`src/t2fcs_pkg.sv`:
```
// Constants, types and register map for the tributary framer control and status bank
// Summary of operation
// - T3: remote alarm control sends X bit inverted
// - E3: remote alarm control drives frame bit 11
// - G.747: remote alarm control drives Set 2 bit 1
// - All-ones control replaces tributary data with ones
// - Inject bit rising edge starts one error burst
// - T3: burst corrupts four consecutive F bits
// - E3: four inverted ten-bit alignment words sent
// - G.747: four inverted nine-bit alignment words sent
// - E3 only: national bit controls force outgoing bits
// - Frame loss latch sets, read clears unless present
// - Frame loss change feeds summary one when enabled
// - All-ones latch sets, read clears unless present
// - All-ones change feeds summary one when enabled
// - Remote alarm latch sets, read clears unless present
// - Remote alarm change feeds summary two when enabled
// - E3 received national bits loaded each frame start
// - Frame start events latch, clear on read, no interrupt
// - Reading status one clears its summary path latches
// - T2 frame loss: 2 of 5 F or 2 of 4 M errors
// - E2/G.747 frame loss: 4 bad set, 3 good clear
// - T2 remote alarm: four M frames X zero or one
// - E2 all-ones: two frames of few zeros
package t2fcs_pkg;

  typedef enum logic [2:0] {
    T2FCS_MODE_T3 = 3'h1,
    T2FCS_MODE_E3 = 3'h2,
    T2FCS_MODE_G747 = 3'h4
  } t2fcs_mode_t;

  localparam int TRIB_N = 7;
  localparam int E2_N = 4;

  // Printed offsets are register indices; byte address is four times that
  localparam logic [7:0] IDX_TX_ALARM = 8'h30;
  localparam logic [7:0] IDX_INJECT = 8'h32;
  localparam logic [7:0] IDX_STATUS_ONE = 8'h34;
  localparam logic [7:0] IDX_STATUS_TWO = 8'h36;
  localparam logic [7:0] ADDR_TX_ALARM = 8'h00C0;
  localparam logic [7:0] ADDR_INJECT = 8'h00C8;
  localparam logic [7:0] ADDR_STATUS_ONE = 8'h00D0;
  localparam logic [7:0] ADDR_STATUS_TWO = 8'h00D8;

  localparam int LO_BASE = 0;
  localparam int HI_BASE = 8;
  localparam int IE_LOF_BIT = 7;
  localparam int IE_AIS_BIT = 15;
  localparam int IE_RAI_BIT = 7;
  localparam int NAT_BASE = 8;
  localparam int SOF_BASE = 12;

  localparam logic [15:0] TX_ALARM_WMASK = 16'h7F7F;
  localparam logic [15:0] INJECT_WMASK = 16'h0F7F;
  localparam logic [15:0] STATUS_ONE_WMASK = 16'h8080;
  localparam logic [15:0] STATUS_TWO_WMASK = 16'h0080;
  localparam logic [15:0] REG_RESET = 16'h0000;

  localparam logic [2:0] BURST_LEN = 3'h4;
  localparam logic [2:0] FAS_BAD_SET = 3'h4;
  localparam logic [2:0] FAS_GOOD_CLR = 3'h3;
  localparam logic [2:0] RAI_RUN = 3'h4;
  localparam logic [3:0] AIS_T2_MAX_ZEROS = 4'h8;
  localparam logic [1:0] AIS_T2_WINDOWS = 2'h1;
  localparam logic [3:0] AIS_E2_MAX_ZEROS = 4'h4;
  localparam logic [1:0] AIS_E2_WINDOWS = 2'h2;
  localparam logic [2:0] LOF_ERR_MIN = 3'h2;

  localparam logic [9:0] E2_FAS = 10'h3D0;
  localparam logic [8:0] G747_FAS = 9'h1D0;

endpackage

```
`src/t2fcs_regs.sv`:
```
// APB register bank, alarm detectors and transmit controls for seven tributary framers
//
// The APB register port is this design's own decision.
`timescale 1ns/100ps
module t2fcs_regs #(
  parameter int ZW = 4
) (
  input wire logic pclk,
  input wire logic presetn,
  input wire logic pce,
  input wire logic psel,
  input wire logic penable,
  input wire logic pwrite,
  input wire logic [7:0] paddr,
  input wire logic [31:0] pwdata,
  input wire logic [3:0] pstrb,
  output logic [31:0] prdata,
  output logic pready,
  output logic pslverr,
  input wire t2fcs_pkg::t2fcs_mode_t mode,
  input wire logic [6:0] tx_align_stb,
  output logic [6:0] tx_xbit,
  output logic [6:0] tx_rai_bit,
  output logic [6:0] tx_all_ones,
  output logic [6:0] tx_align_invert,
  output logic [69:0] tx_fas_word,
  output logic [3:0] tx_national_bits,
  output logic tx_national_force,
  input wire logic [6:0] rx_fbit_stb,
  input wire logic [6:0] rx_fbit_err,
  input wire logic [6:0] rx_mbit_stb,
  input wire logic [6:0] rx_mbit_err,
  input wire logic [6:0] rx_resync,
  input wire logic [6:0] rx_fas_stb,
  input wire logic [6:0] rx_fas_good,
  input wire logic [6:0] rx_rai_stb,
  input wire logic [6:0] rx_rai_val,
  input wire logic [6:0] rx_ais_stb,
  input wire logic [7*ZW-1:0] rx_ais_zeros,
  input wire logic [3:0] rx_sof_stb,
  input wire logic [3:0] rx_national_bit,
  output logic summary_one,
  output logic summary_two
);

  function automatic logic [15:0] wr16(input logic [15:0] old, input logic [31:0] wd,
                                       input logic [3:0] strb, input logic [15:0] mask);
    logic [15:0] m;
    m = {{8{strb[1]}}, {8{strb[0]}}} & mask;
    wr16 = (old & ~m) | (wd[15:0] & m);
  endfunction

  function automatic logic two_or_more(input logic [4:0] h);
    logic [2:0] n;
    n = 3'h0;
    for (int k = 0; k < 5; k++)
    begin
      n = n + {2'h0, h[k]};
    end
    two_or_more = (n >= t2fcs_pkg::LOF_ERR_MIN);
  endfunction

  logic [15:0] tx_alarm_q;
  logic [15:0] inject_q;
  logic [15:0] ie_one_q;
  logic [15:0] ie_two_q;
  logic [31:0] prdata_q;
  logic [6:0] lof_now;
  logic [6:0] ais_now;
  logic [6:0] rai_now;
  logic [6:0] lof_seen_q;
  logic [6:0] ais_seen_q;
  logic [6:0] rai_seen_q;
  logic [6:0] lof_lat_q;
  logic [6:0] ais_lat_q;
  logic [6:0] rai_lat_q;
  logic [3:0] sof_lat_q;
  logic [3:0] nat_rx_q;
  logic sum_one_q;
  logic sum_two_q;
  logic [3:0] tx_nat_q;
  logic tx_nat_force_q;
  logic setup;
  logic access;
  logic hit;
  logic wr;
  logic rd_one;
  logic rd_two;
  logic [31:0] rd_val;
  logic is_t3;
  logic is_e3;

  assign is_t3 = (mode == t2fcs_pkg::T2FCS_MODE_T3);
  assign is_e3 = (mode == t2fcs_pkg::T2FCS_MODE_E3);

  // Bus slave: read data captured in setup, access always completes at once
  assign setup = psel & ~penable;
  assign access = psel & penable;
  assign hit = (paddr == t2fcs_pkg::ADDR_TX_ALARM) || (paddr == t2fcs_pkg::ADDR_INJECT) ||
               (paddr == t2fcs_pkg::ADDR_STATUS_ONE) || (paddr == t2fcs_pkg::ADDR_STATUS_TWO);
  assign wr = pce & access & pwrite & hit;
  assign rd_one = pce & access & ~pwrite & (paddr == t2fcs_pkg::ADDR_STATUS_ONE);
  assign rd_two = pce & access & ~pwrite & (paddr == t2fcs_pkg::ADDR_STATUS_TWO);
  assign pready = 1'b1;
  assign pslverr = access & ~hit;
  assign prdata = prdata_q;

  always_comb
  begin
    rd_val = 32'h0000_0000;
    unique case (paddr)
      t2fcs_pkg::ADDR_TX_ALARM: rd_val[15:0] = tx_alarm_q;
      t2fcs_pkg::ADDR_INJECT: rd_val[15:0] = inject_q;
      t2fcs_pkg::ADDR_STATUS_ONE: rd_val[15:0] = ie_one_q | {1'b0, ais_lat_q, 1'b0, lof_lat_q};
      t2fcs_pkg::ADDR_STATUS_TWO: rd_val[15:0] = ie_two_q | {sof_lat_q, nat_rx_q, 1'b0, rai_lat_q};
      default: rd_val = 32'h0000_0000;
    endcase
  end

  always_ff @(posedge pclk or negedge presetn)
  begin
    if (!presetn)
      prdata_q <= 32'h0000_0000;
    else if (pce && setup)
      prdata_q <= pwrite ? 32'h0000_0000 : rd_val;
  end

  // Writable fields only; latched status bits are read-only
  always_ff @(posedge pclk or negedge presetn)
  begin
    if (!presetn)
    begin
      tx_alarm_q <= t2fcs_pkg::REG_RESET;
      inject_q <= t2fcs_pkg::REG_RESET;
      ie_one_q <= t2fcs_pkg::REG_RESET;
      ie_two_q <= t2fcs_pkg::REG_RESET;
    end
    else if (wr)
    begin
      if (paddr == t2fcs_pkg::ADDR_TX_ALARM)
        tx_alarm_q <= wr16(tx_alarm_q, pwdata, pstrb, t2fcs_pkg::TX_ALARM_WMASK);
      if (paddr == t2fcs_pkg::ADDR_INJECT)
        inject_q <= wr16(inject_q, pwdata, pstrb, t2fcs_pkg::INJECT_WMASK);
      if (paddr == t2fcs_pkg::ADDR_STATUS_ONE)
        ie_one_q <= wr16(ie_one_q, pwdata, pstrb, t2fcs_pkg::STATUS_ONE_WMASK);
      if (paddr == t2fcs_pkg::ADDR_STATUS_TWO)
        ie_two_q <= wr16(ie_two_q, pwdata, pstrb, t2fcs_pkg::STATUS_TWO_WMASK);
    end
  end

  // Only bits the host actually saw are cleared, so an event between
  // the setup snapshot and the access edge survives; set wins over clear
  always_ff @(posedge pclk or negedge presetn)
  begin
    if (!presetn)
    begin
      lof_lat_q <= 7'h00;
      ais_lat_q <= 7'h00;
    end
    else if (pce)
    begin
      lof_lat_q <= lof_now | (lof_lat_q & ~({7{rd_one}} & prdata_q[6:0]));
      ais_lat_q <= ais_now | (ais_lat_q & ~({7{rd_one}} & prdata_q[14:8]));
    end
  end

  always_ff @(posedge pclk or negedge presetn)
  begin
    if (!presetn)
    begin
      rai_lat_q <= 7'h00;
      sof_lat_q <= 4'h0;
      nat_rx_q <= 4'h0;
    end
    else if (pce)
    begin
      rai_lat_q <= rai_now | (rai_lat_q & ~({7{rd_two}} & prdata_q[6:0]));
      sof_lat_q <= rx_sof_stb | (sof_lat_q & ~({4{rd_two}} & prdata_q[15:12]));
      for (int n = 0; n < t2fcs_pkg::E2_N; n++)
      begin
        if (rx_sof_stb[n])
          nat_rx_q[n] <= rx_national_bit[n];
      end
    end
  end

  // Summary outputs feed the master status logic outside; no local interrupt
  always_ff @(posedge pclk or negedge presetn)
  begin
    if (!presetn)
    begin
      lof_seen_q <= 7'h00;
      ais_seen_q <= 7'h00;
      rai_seen_q <= 7'h00;
      sum_one_q <= 1'b0;
      sum_two_q <= 1'b0;
    end
    else if (pce)
    begin
      lof_seen_q <= lof_now;
      ais_seen_q <= ais_now;
      rai_seen_q <= rai_now;
      sum_one_q <= ((|(lof_now ^ lof_seen_q)) & ie_one_q[t2fcs_pkg::IE_LOF_BIT]) |
                   ((|(ais_now ^ ais_seen_q)) & ie_one_q[t2fcs_pkg::IE_AIS_BIT]) |
                   (sum_one_q & ~rd_one);
      sum_two_q <= ((|(rai_now ^ rai_seen_q)) & ie_two_q[t2fcs_pkg::IE_RAI_BIT]) |
                   (sum_two_q & ~rd_two);
    end
  end

  assign summary_one = sum_one_q;
  assign summary_two = sum_two_q;

  // National bits only go out in E3; other modes ignore the controls
  always_ff @(posedge pclk or negedge presetn)
  begin
    if (!presetn)
    begin
      tx_nat_q <= 4'h0;
      tx_nat_force_q <= 1'b0;
    end
    else if (pce)
    begin
      tx_nat_q <= is_e3 ? inject_q[t2fcs_pkg::NAT_BASE +: 4] : 4'h0;
      tx_nat_force_q <= is_e3;
    end
  end

  assign tx_national_bits = tx_nat_q;
  assign tx_national_force = tx_nat_force_q;

  for (genvar i = 0; i < t2fcs_pkg::TRIB_N; i++)
  begin : g_trib
    logic lof_q;
    logic ais_q;
    logic rai_q;
    logic [4:0] fh_q;
    logic [3:0] mh_q;
    logic [2:0] fas_cnt_q;
    logic [2:0] rai_cnt_q;
    logic [1:0] ais_cnt_q;
    logic [2:0] burst_q;
    logic inj_prev_q;
    logic ais_low;
    logic [1:0] ais_need;
    logic [ZW-1:0] zeros;

    assign zeros = rx_ais_zeros[i*ZW +: ZW];
    assign ais_low = is_t3 ? (zeros <= ZW'(t2fcs_pkg::AIS_T2_MAX_ZEROS)) :
                             (zeros <= ZW'(t2fcs_pkg::AIS_E2_MAX_ZEROS));
    assign ais_need = is_t3 ? t2fcs_pkg::AIS_T2_WINDOWS : t2fcs_pkg::AIS_E2_WINDOWS;

    always_ff @(posedge pclk or negedge presetn)
    begin
      if (!presetn)
      begin
        lof_q <= 1'b0;
        fh_q <= 5'h00;
        mh_q <= 4'h0;
        fas_cnt_q <= 3'h0;
      end
      else if (pce)
      begin
        if (is_t3)
        begin
          fas_cnt_q <= 3'h0;
          if (rx_resync[i])
          begin
            lof_q <= 1'b0;
            fh_q <= 5'h00;
            mh_q <= 4'h0;
          end
          else
          begin
            if (rx_fbit_stb[i])
              fh_q <= {fh_q[3:0], rx_fbit_err[i]};
            if (rx_mbit_stb[i])
              mh_q <= {mh_q[2:0], rx_mbit_err[i]};
            if (two_or_more(fh_q) || two_or_more({1'b0, mh_q}))
              lof_q <= 1'b1;
          end
        end
        else if (rx_fas_stb[i])
        begin
          if (lof_q == rx_fas_good[i])
          begin
            if (fas_cnt_q == (lof_q ? t2fcs_pkg::FAS_GOOD_CLR : t2fcs_pkg::FAS_BAD_SET) - 3'h1)
            begin
              lof_q <= ~lof_q;
              fas_cnt_q <= 3'h0;
            end
            else
              fas_cnt_q <= fas_cnt_q + 3'h1;
          end
          else
            fas_cnt_q <= 3'h0;
        end
      end
    end

    // Active level normalised: T2 alarm is X low, E2/G.747 alarm bit high
    always_ff @(posedge pclk or negedge presetn)
    begin
      if (!presetn)
      begin
        rai_q <= 1'b0;
        rai_cnt_q <= 3'h0;
      end
      else if (pce && rx_rai_stb[i])
      begin
        if ((is_t3 ? ~rx_rai_val[i] : rx_rai_val[i]) != rai_q)
        begin
          if (rai_cnt_q == t2fcs_pkg::RAI_RUN - 3'h1)
          begin
            rai_q <= ~rai_q;
            rai_cnt_q <= 3'h0;
          end
          else
            rai_cnt_q <= rai_cnt_q + 3'h1;
        end
        else
          rai_cnt_q <= 3'h0;
      end
    end

    always_ff @(posedge pclk or negedge presetn)
    begin
      if (!presetn)
      begin
        ais_q <= 1'b0;
        ais_cnt_q <= 2'h0;
      end
      else if (pce && rx_ais_stb[i])
      begin
        if (ais_low != ais_q)
        begin
          if (ais_cnt_q == ais_need - 2'h1)
          begin
            ais_q <= ~ais_q;
            ais_cnt_q <= 2'h0;
          end
          else
            ais_cnt_q <= ais_cnt_q + 2'h1;
        end
        else
          ais_cnt_q <= 2'h0;
      end
    end

    // Burst counts alignment slots: F bits in T3, alignment words otherwise
    always_ff @(posedge pclk or negedge presetn)
    begin
      if (!presetn)
      begin
        inj_prev_q <= 1'b0;
        burst_q <= 3'h0;
      end
      else if (pce)
      begin
        inj_prev_q <= inject_q[t2fcs_pkg::LO_BASE + i];
        if (inject_q[t2fcs_pkg::LO_BASE + i] && !inj_prev_q)
          burst_q <= t2fcs_pkg::BURST_LEN;
        else if (tx_align_stb[i] && burst_q != 3'h0)
          burst_q <= burst_q - 3'h1;
      end
    end

    always_ff @(posedge pclk or negedge presetn)
    begin
      if (!presetn)
      begin
        tx_xbit[i] <= 1'b1;
        tx_rai_bit[i] <= 1'b0;
        tx_all_ones[i] <= 1'b0;
        tx_fas_word[i*10 +: 10] <= 10'h000;
      end
      else if (pce)
      begin
        tx_xbit[i] <= ~tx_alarm_q[t2fcs_pkg::LO_BASE + i];
        tx_rai_bit[i] <= tx_alarm_q[t2fcs_pkg::LO_BASE + i];
        tx_all_ones[i] <= tx_alarm_q[t2fcs_pkg::HI_BASE + i];
        if (is_e3)
          tx_fas_word[i*10 +: 10] <= (burst_q != 3'h0) ? ~t2fcs_pkg::E2_FAS : t2fcs_pkg::E2_FAS;
        else if (mode == t2fcs_pkg::T2FCS_MODE_G747)
          tx_fas_word[i*10 +: 10] <= {1'b0, (burst_q != 3'h0) ? ~t2fcs_pkg::G747_FAS : t2fcs_pkg::G747_FAS};
        else
          tx_fas_word[i*10 +: 10] <= 10'h000;
      end
    end

    assign tx_align_invert[i] = (burst_q != 3'h0);
    assign lof_now[i] = lof_q;
    assign ais_now[i] = ais_q;
    assign rai_now[i] = rai_q;
  end

endmodule

```
`config.mk`:
```
export PLATFORM = sky130hd
export DESIGN_NAME = t2fcs_regs
export DESIGN_NICKNAME = d
export VERILOG_FILES = /design/src/t2fcs_pkg.sv /design/src/t2fcs_regs.sv
export SDC_FILE = /design/constraint.sdc
export NUM_CORES = 1
export LEC_CHECK = 0
export ABC_AREA = 1
export BUFFER_PORTS_ARGS = -buffer_cell sky130_fd_sc_hd__buf_2
export CAP_MARGIN = 20
export CORE_ASPECT_RATIO = 1.25
export CORE_MARGIN = 3
export CORE_UTILIZATION = 45
export CTS_CLUSTER_SIZE = 40
export DETAILED_ROUTE_END_ITERATION = 10
export MAX_ROUTING_LAYER = met4
export PLACE_DENSITY = 0.67
export SLEW_MARGIN = 30
export SYNTH_ARGS = -nofsm -noshare
export SYNTH_HDL_FRONTEND = slang
export SYNTH_SLANG_ARGS = --single-unit
```
`constraint.sdc`:
```
create_clock -name pclk -period 2.8 [get_ports pclk]
set_input_delay 0.56 -clock pclk [delete_from_list [all_inputs] [get_ports pclk]]
set_output_delay 0.56 -clock pclk [all_outputs]
set_load 0.02 [all_outputs]
```
== Word-level counts from Yosys, hierarchy flattened ==
Cells that the tools add are included.

* Word-level logic and storage cells: 729
* Register bits: 412
* Output and inout bits: 139

* Order comparisons: 28
* Muxes and demuxes: 193
* Bitwise gates (word level): 94
* Equal/unequal tests: 56
* Reduce and logical (&&, ||, !) cells: 155
* $add $sub $neg: 85

{| class="wikitable"
|+ Operator list
! cell !! count
|-
| $mux 3 || 63
|-
| $mux 10 || 14
|-
| $mux 9 || 14
|-
| $reduce_and 3->1 || 28
|-
| $reduce_bool 2->1 || 42
|-
| $and 16x16->16 || 5
|-
| $or 16x16->16 || 5
|-
| $mux 5 || 14
|-
| $pmux 16 s4 || 1
|-
| $add 3x1->3 || 21
|-
| $mux 4 || 15
|-
| $mux 1 || 56
|-
| $reduce_and 2->1 || 22
|-
| $add 2x1->3 || 14
|-
| $add 3x1->3 const B || 14
|-
| $and 7x7->7 || 6
|-
| $ge 3x2->1 const B || 14
|-
| $sub 3x1->3 const B || 14
|-
| $not 1->1 || 40
|-
| $reduce_and 5->1 || 7
|-
| $eq 8x8->1 const B || 4
|-
| $mux 2 || 15
|-
| $logic_and 1x1->1 || 29
|-
| $add 1x1->2 || 14
|-
| 33 further kinds || 140
|}

== Logic depth before layout (Yosys ltp) ==
* Depth in word-level cells: 9
* Mapped depth: 11

== Worst setup path after synthesis ==
No wires, ideal clock.

* Path kind: input-to-output
* Start: in paddr[2]
* End: out pslverr
* Cell stages on the path: 4
* Required time: 2240 ps
* Data arrival time: 1137 ps
* Path slack: 1103 ps
* Cells stage by stage: nor2_1 nand2_4 nor2_4 nor2_1

* Longest elaborated chain between the ends: 6
* Elaborated cells between the ends (all ways): 9

{| class="wikitable"
|+ RTL lines
! item !! RTL line !! RTL
|-
| start, declared || t2fcs_regs.sv:14 || <nowiki>input wire logic [7:0] paddr,</nowiki>
|-
| $eq 8x8->1 || t2fcs_regs.sv:99 || <nowiki>assign hit = (paddr == t2fcs_pkg::ADDR_TX_ALARM) || (paddr == t2fcs_pkg::ADDR_INJECT) ||</nowiki>
|-
| $logic_or 1x1->1 (2 in series) || t2fcs_regs.sv:99 ||
|-
| $logic_or 1x1->1 (*) || t2fcs_regs.sv:100 || <nowiki>(paddr == t2fcs_pkg::ADDR_STATUS_ONE) || (paddr == t2fcs_pkg::ADDR_STATUS_TWO);</nowiki>
|-
| $not 1->1 (*) || t2fcs_regs.sv:105 || <nowiki>assign pslverr = access & ~hit;</nowiki>
|-
| $and 1x1->1 (*) || t2fcs_regs.sv:105 ||
|-
| end, declared || t2fcs_regs.sv:19 || <nowiki>output logic pslverr,</nowiki>
|}

Mark *: on every way between the ends. The rest lies on a longest branch, timed or not.

== Worst setup path in the final report ==
* Start: reg g_trib[1].burst_q[0]
* End: out tx_align_invert[1]

* Longest elaborated chain between the ends: 1

{| class="wikitable"
|+ RTL lines
! item !! RTL line !! RTL
|-
| start, declared || t2fcs_regs.sv:242 || <nowiki>logic [2:0] burst_q;</nowiki>
|-
| start signal, assigned || t2fcs_regs.sv:362 || <nowiki>burst_q <= t2fcs_pkg::BURST_LEN;</nowiki>
|-
| start signal, assigned || t2fcs_regs.sv:364 || <nowiki>burst_q <= burst_q - 3'h1;</nowiki>
|-
| $reduce_bool 3->1 || t2fcs_regs.sv:391 || <nowiki>assign tx_align_invert[i] = (burst_q != 3'h0);</nowiki>
|-
| end, declared || t2fcs_regs.sv:25 || <nowiki>output logic [6:0] tx_align_invert,</nowiki>
|}

Every way passes these cells.

==> results.toml <==
[run_status]
outcome = "finished clean"

[setup_path]
worstSetupPathType = "flip-flop to primary output"
end_kind = "primary output"
path_cells = "inv_1 -> ha_1 -> nand2_1 -> buf_2"
path_max_fanout = 5
worstPathRequired_ns = 2.24
crit_arrival_ns = 1.52
slowest_delay_ns = 0.36
critPathBufInv = 2
cp_top_family = "flip-flops"
start_kind = "flip-flop"
crit_slowest_cell = "dfrtp_1"

[logic_synthesis]
synth_common_cells = "nand2_1, dfrtp_1, inv_1"
synth_seq_cells = 311
yosys-top-cells-area = "dfrtp_1, nand2_1, o21ai_0"
synthArstFlopShare_pct = 100
synth_most_common_cell = "nand2_1"
yosysSeqAreaShare_pct = 47.6
synth_cell_type_count = 44
synth_edf_count = 0
syn_area_mm2 = 0.0164
yosys_warnings = 0
synth_top_area_cell = "dfrtp_1"
synth_top_area_share_pct = 46.5
syn_inst = 2027
synth_area_per_cell_um2 = 8.08
ys.flop_type = "dfrtp_1"

[min_path]
hp-class = "input port to flip-flop"

[timing]
maxSlewHeadroom_pct = 47.6
fin_tns_setup_ns = 0
fin_ws_ns = 0.719
fin_crit_ns = 2.08
finalMaxSlewViolations = 0
final_hold_viol_count = 0
rsz0062_at_grt = "false"
skew_ns = 0.0178
tightest_slew_ns = 0.780
setup_violations = 0
fin_crit_sh_pct = 74.3
fmax_mhz = 481

[floorplan]
die_area_mm2 = 0.0387
die_x_um = 177
chipHeight_um = 219
row_count = 77
core_area_mm2 = 0.0356
ios = 305
start_util_pct = 45.9

[drt]
route.detailed.drc = 0
wirelength_um = 40400
drtAntennaViolNets = 0
route.detailed.wl_per_inst_um = 14.7
dr_total_vias = 13800
drt_pass1_iterations = 5
avgViaCountPerCell = 5.00
drt_iter0_markers = 684

[power_and_ir_drop]
irDropWorstVdd_v = 0.000655
p_leak_nw = 9.93
p_sw_share_pct = 35.2
power_switching_mw = 5.12
sequentialPowerShare_pct = 42.4
p_int_mw = 9.43
p_clk_share_pct = 29.6
combPwrFrac_pct = 28.0
power_density_mw_per_mm2 = 769

[clock_tree]
htree_levels = 2
root_buffer = "clkbuf_16"
clkLatencyLatePin_ns = 0.53
clkTransAtPathRegs_ns = 0.06
clock_sinks = 311
clk_path_buf_depth = 3
numCtsBuffers = 34
ctsHoldBuffers = 1
cts_tree = "yes"
post_cts_buffers = 0
ctsResizeCount = 0

[global_routing]
grt_max_degree = 78
grt_antenna_before_repair = 6
grt_pass1_wl_um = 66000
grt_util_all_layers_pct = 21.5
grt_pass1_vias = 13400
grt-ovfl-total = 0

[place]
numPortBuffers = 269
place_congestion = 0.863
hpwlAfterDp_um = 30100
place_ws_ns = 0.414

[final_layout]
num-nets-final = 2466
syn_to_final_growth_pct = 15.6
drive_above_1_share_pct = 17.5

[run]
maxCapViolCount = 0
==> per-layer routing <==
layer / part of all wire [%] / wire, µm / vias to the layer above / global-route usage (%)
met1: 42 / 17200 / 6476 / 25.7
li1: - / - / 6894 / -
met5: 0 / 0 / - / -
met3: 5.2 / 2090 / 62 / 3.82
met2: 50 / 20200 / 347 / 37.4
met4: 2.5 / 1010 / 0 / 6.10
==> path summary, 6_finish.rpt <==
| kind | start | end | slack [ns] | cells after the start |
|---|---|---|---|---|
| worst min-delay path | rx_national_bit[2] | nat_rx_q[2] | 0.27 | 2 |
| min in group asynchronous | presetn | g_trib[2].burst_q[0] | 0.58 | 2 |
| worst min register to register | tx_rai_bit[6] | tx_rai_bit[6] | 0.46 | 2 |
| worst max register to register | g_trib[3].fh_q[0] | g_trib[3].lof_q | 0.99 | 9 |
| worst max-delay path | g_trib[1].burst_q[0] | tx_align_invert[1] | 0.72 | 4 |
| max in group asynchronous | presetn | g_trib[3].mh_q[1] | 1.38 | 3 |
==> power groups by stage <==
stage                     logic (mW)  clock network [mW]  registers [mW]
after floorplan                 3.15                   0            6.07
after global placement          3.91                   0            6.19
after detailed placement        4.11                   0            6.25
after CTS                       4.13                4.44            6.17
after global routing            4.76                4.61            6.31
final                           4.07                4.31            6.17
==> stage by stage <==
stage,hold WS [ns],cell area (µm²),std cells,utilization [%],power [mW]
2_1_floorplan,0.264,16400,2042,-,9.22
3_3_place_gp,0.450,17800,2688,50.0,10.1
3_5_place_dp,0.455,17800,2688,50.0,10.4
4_1_cts,0.242,18900,2748,53.0,14.8
5_1_grt,0.251,18900,2754,53.1,15.7
6_report,0.266,18900,2754,53.1,14.6
==> sequential cells by signal (all words and copies together) (netlist names), 14 cells and up, named ones only <==
name              flops
g_trib.fas_cnt_q     21
g_trib.fh_q          35
g_trib.ais_cnt_q     14
tx_fas_word          21
prdata               16
g_trib.rai_cnt_q     21
g_trib.mh_q          28
g_trib.burst_q       21
==> cell type report <==
| type | count | area, µm² |
|---|---|---|
| fill | 3347 | 16700 |
| sequential | 311 | 7790 |
| multi-input combinational | 1346 | 6870 |
| timing repair buffer | 289 | 1570 |
| inverter | 269 | 1010 |
| clock buffer | 52 | 1010 |
| tap | 474 | 593 |
| clock inverter | 7 | 53.8 |
| antenna | 6 | 15.0 |
==> placed cells by master (no fill, tap or decap), drive strengths merged, types with 8 or more instances in the layout <==
| cell | count |
|---|---|
| conb | 17 |
| nor3 | 8 |
| xor2 | 24 |
| o21ai | 233 |
| nand2 | 568 |
| nand3 | 190 |
| buf | 288 |
| xnor2 | 12 |
| clkinv | 13 |
| clkbuf | 52 |
| fa | 14 |
| a21oi | 43 |
| nand4 | 46 |
| ha | 35 |
| dfrtp | 304 |
| o22ai | 8 |
| o21a | 9 |
| nor2 | 108 |
| inv | 263 |
==> kinds of logic after synthesis <==
kind of cell               after synthesis  share of synthesized area (%)
AOI/OAI and AO/OA                      316                           10.3
DFF                                    311                           47.6
and+or+nand+nor                        924                           24.6
muxes                                    4                          0.275
buffers and inverters                  385                           10.8
other                                    2                         0.0459
adders and majority gates               49                           4.39
xor gates and xnor gates                36                           1.93
No activity file was read; power rests on OpenSTA's default activity.
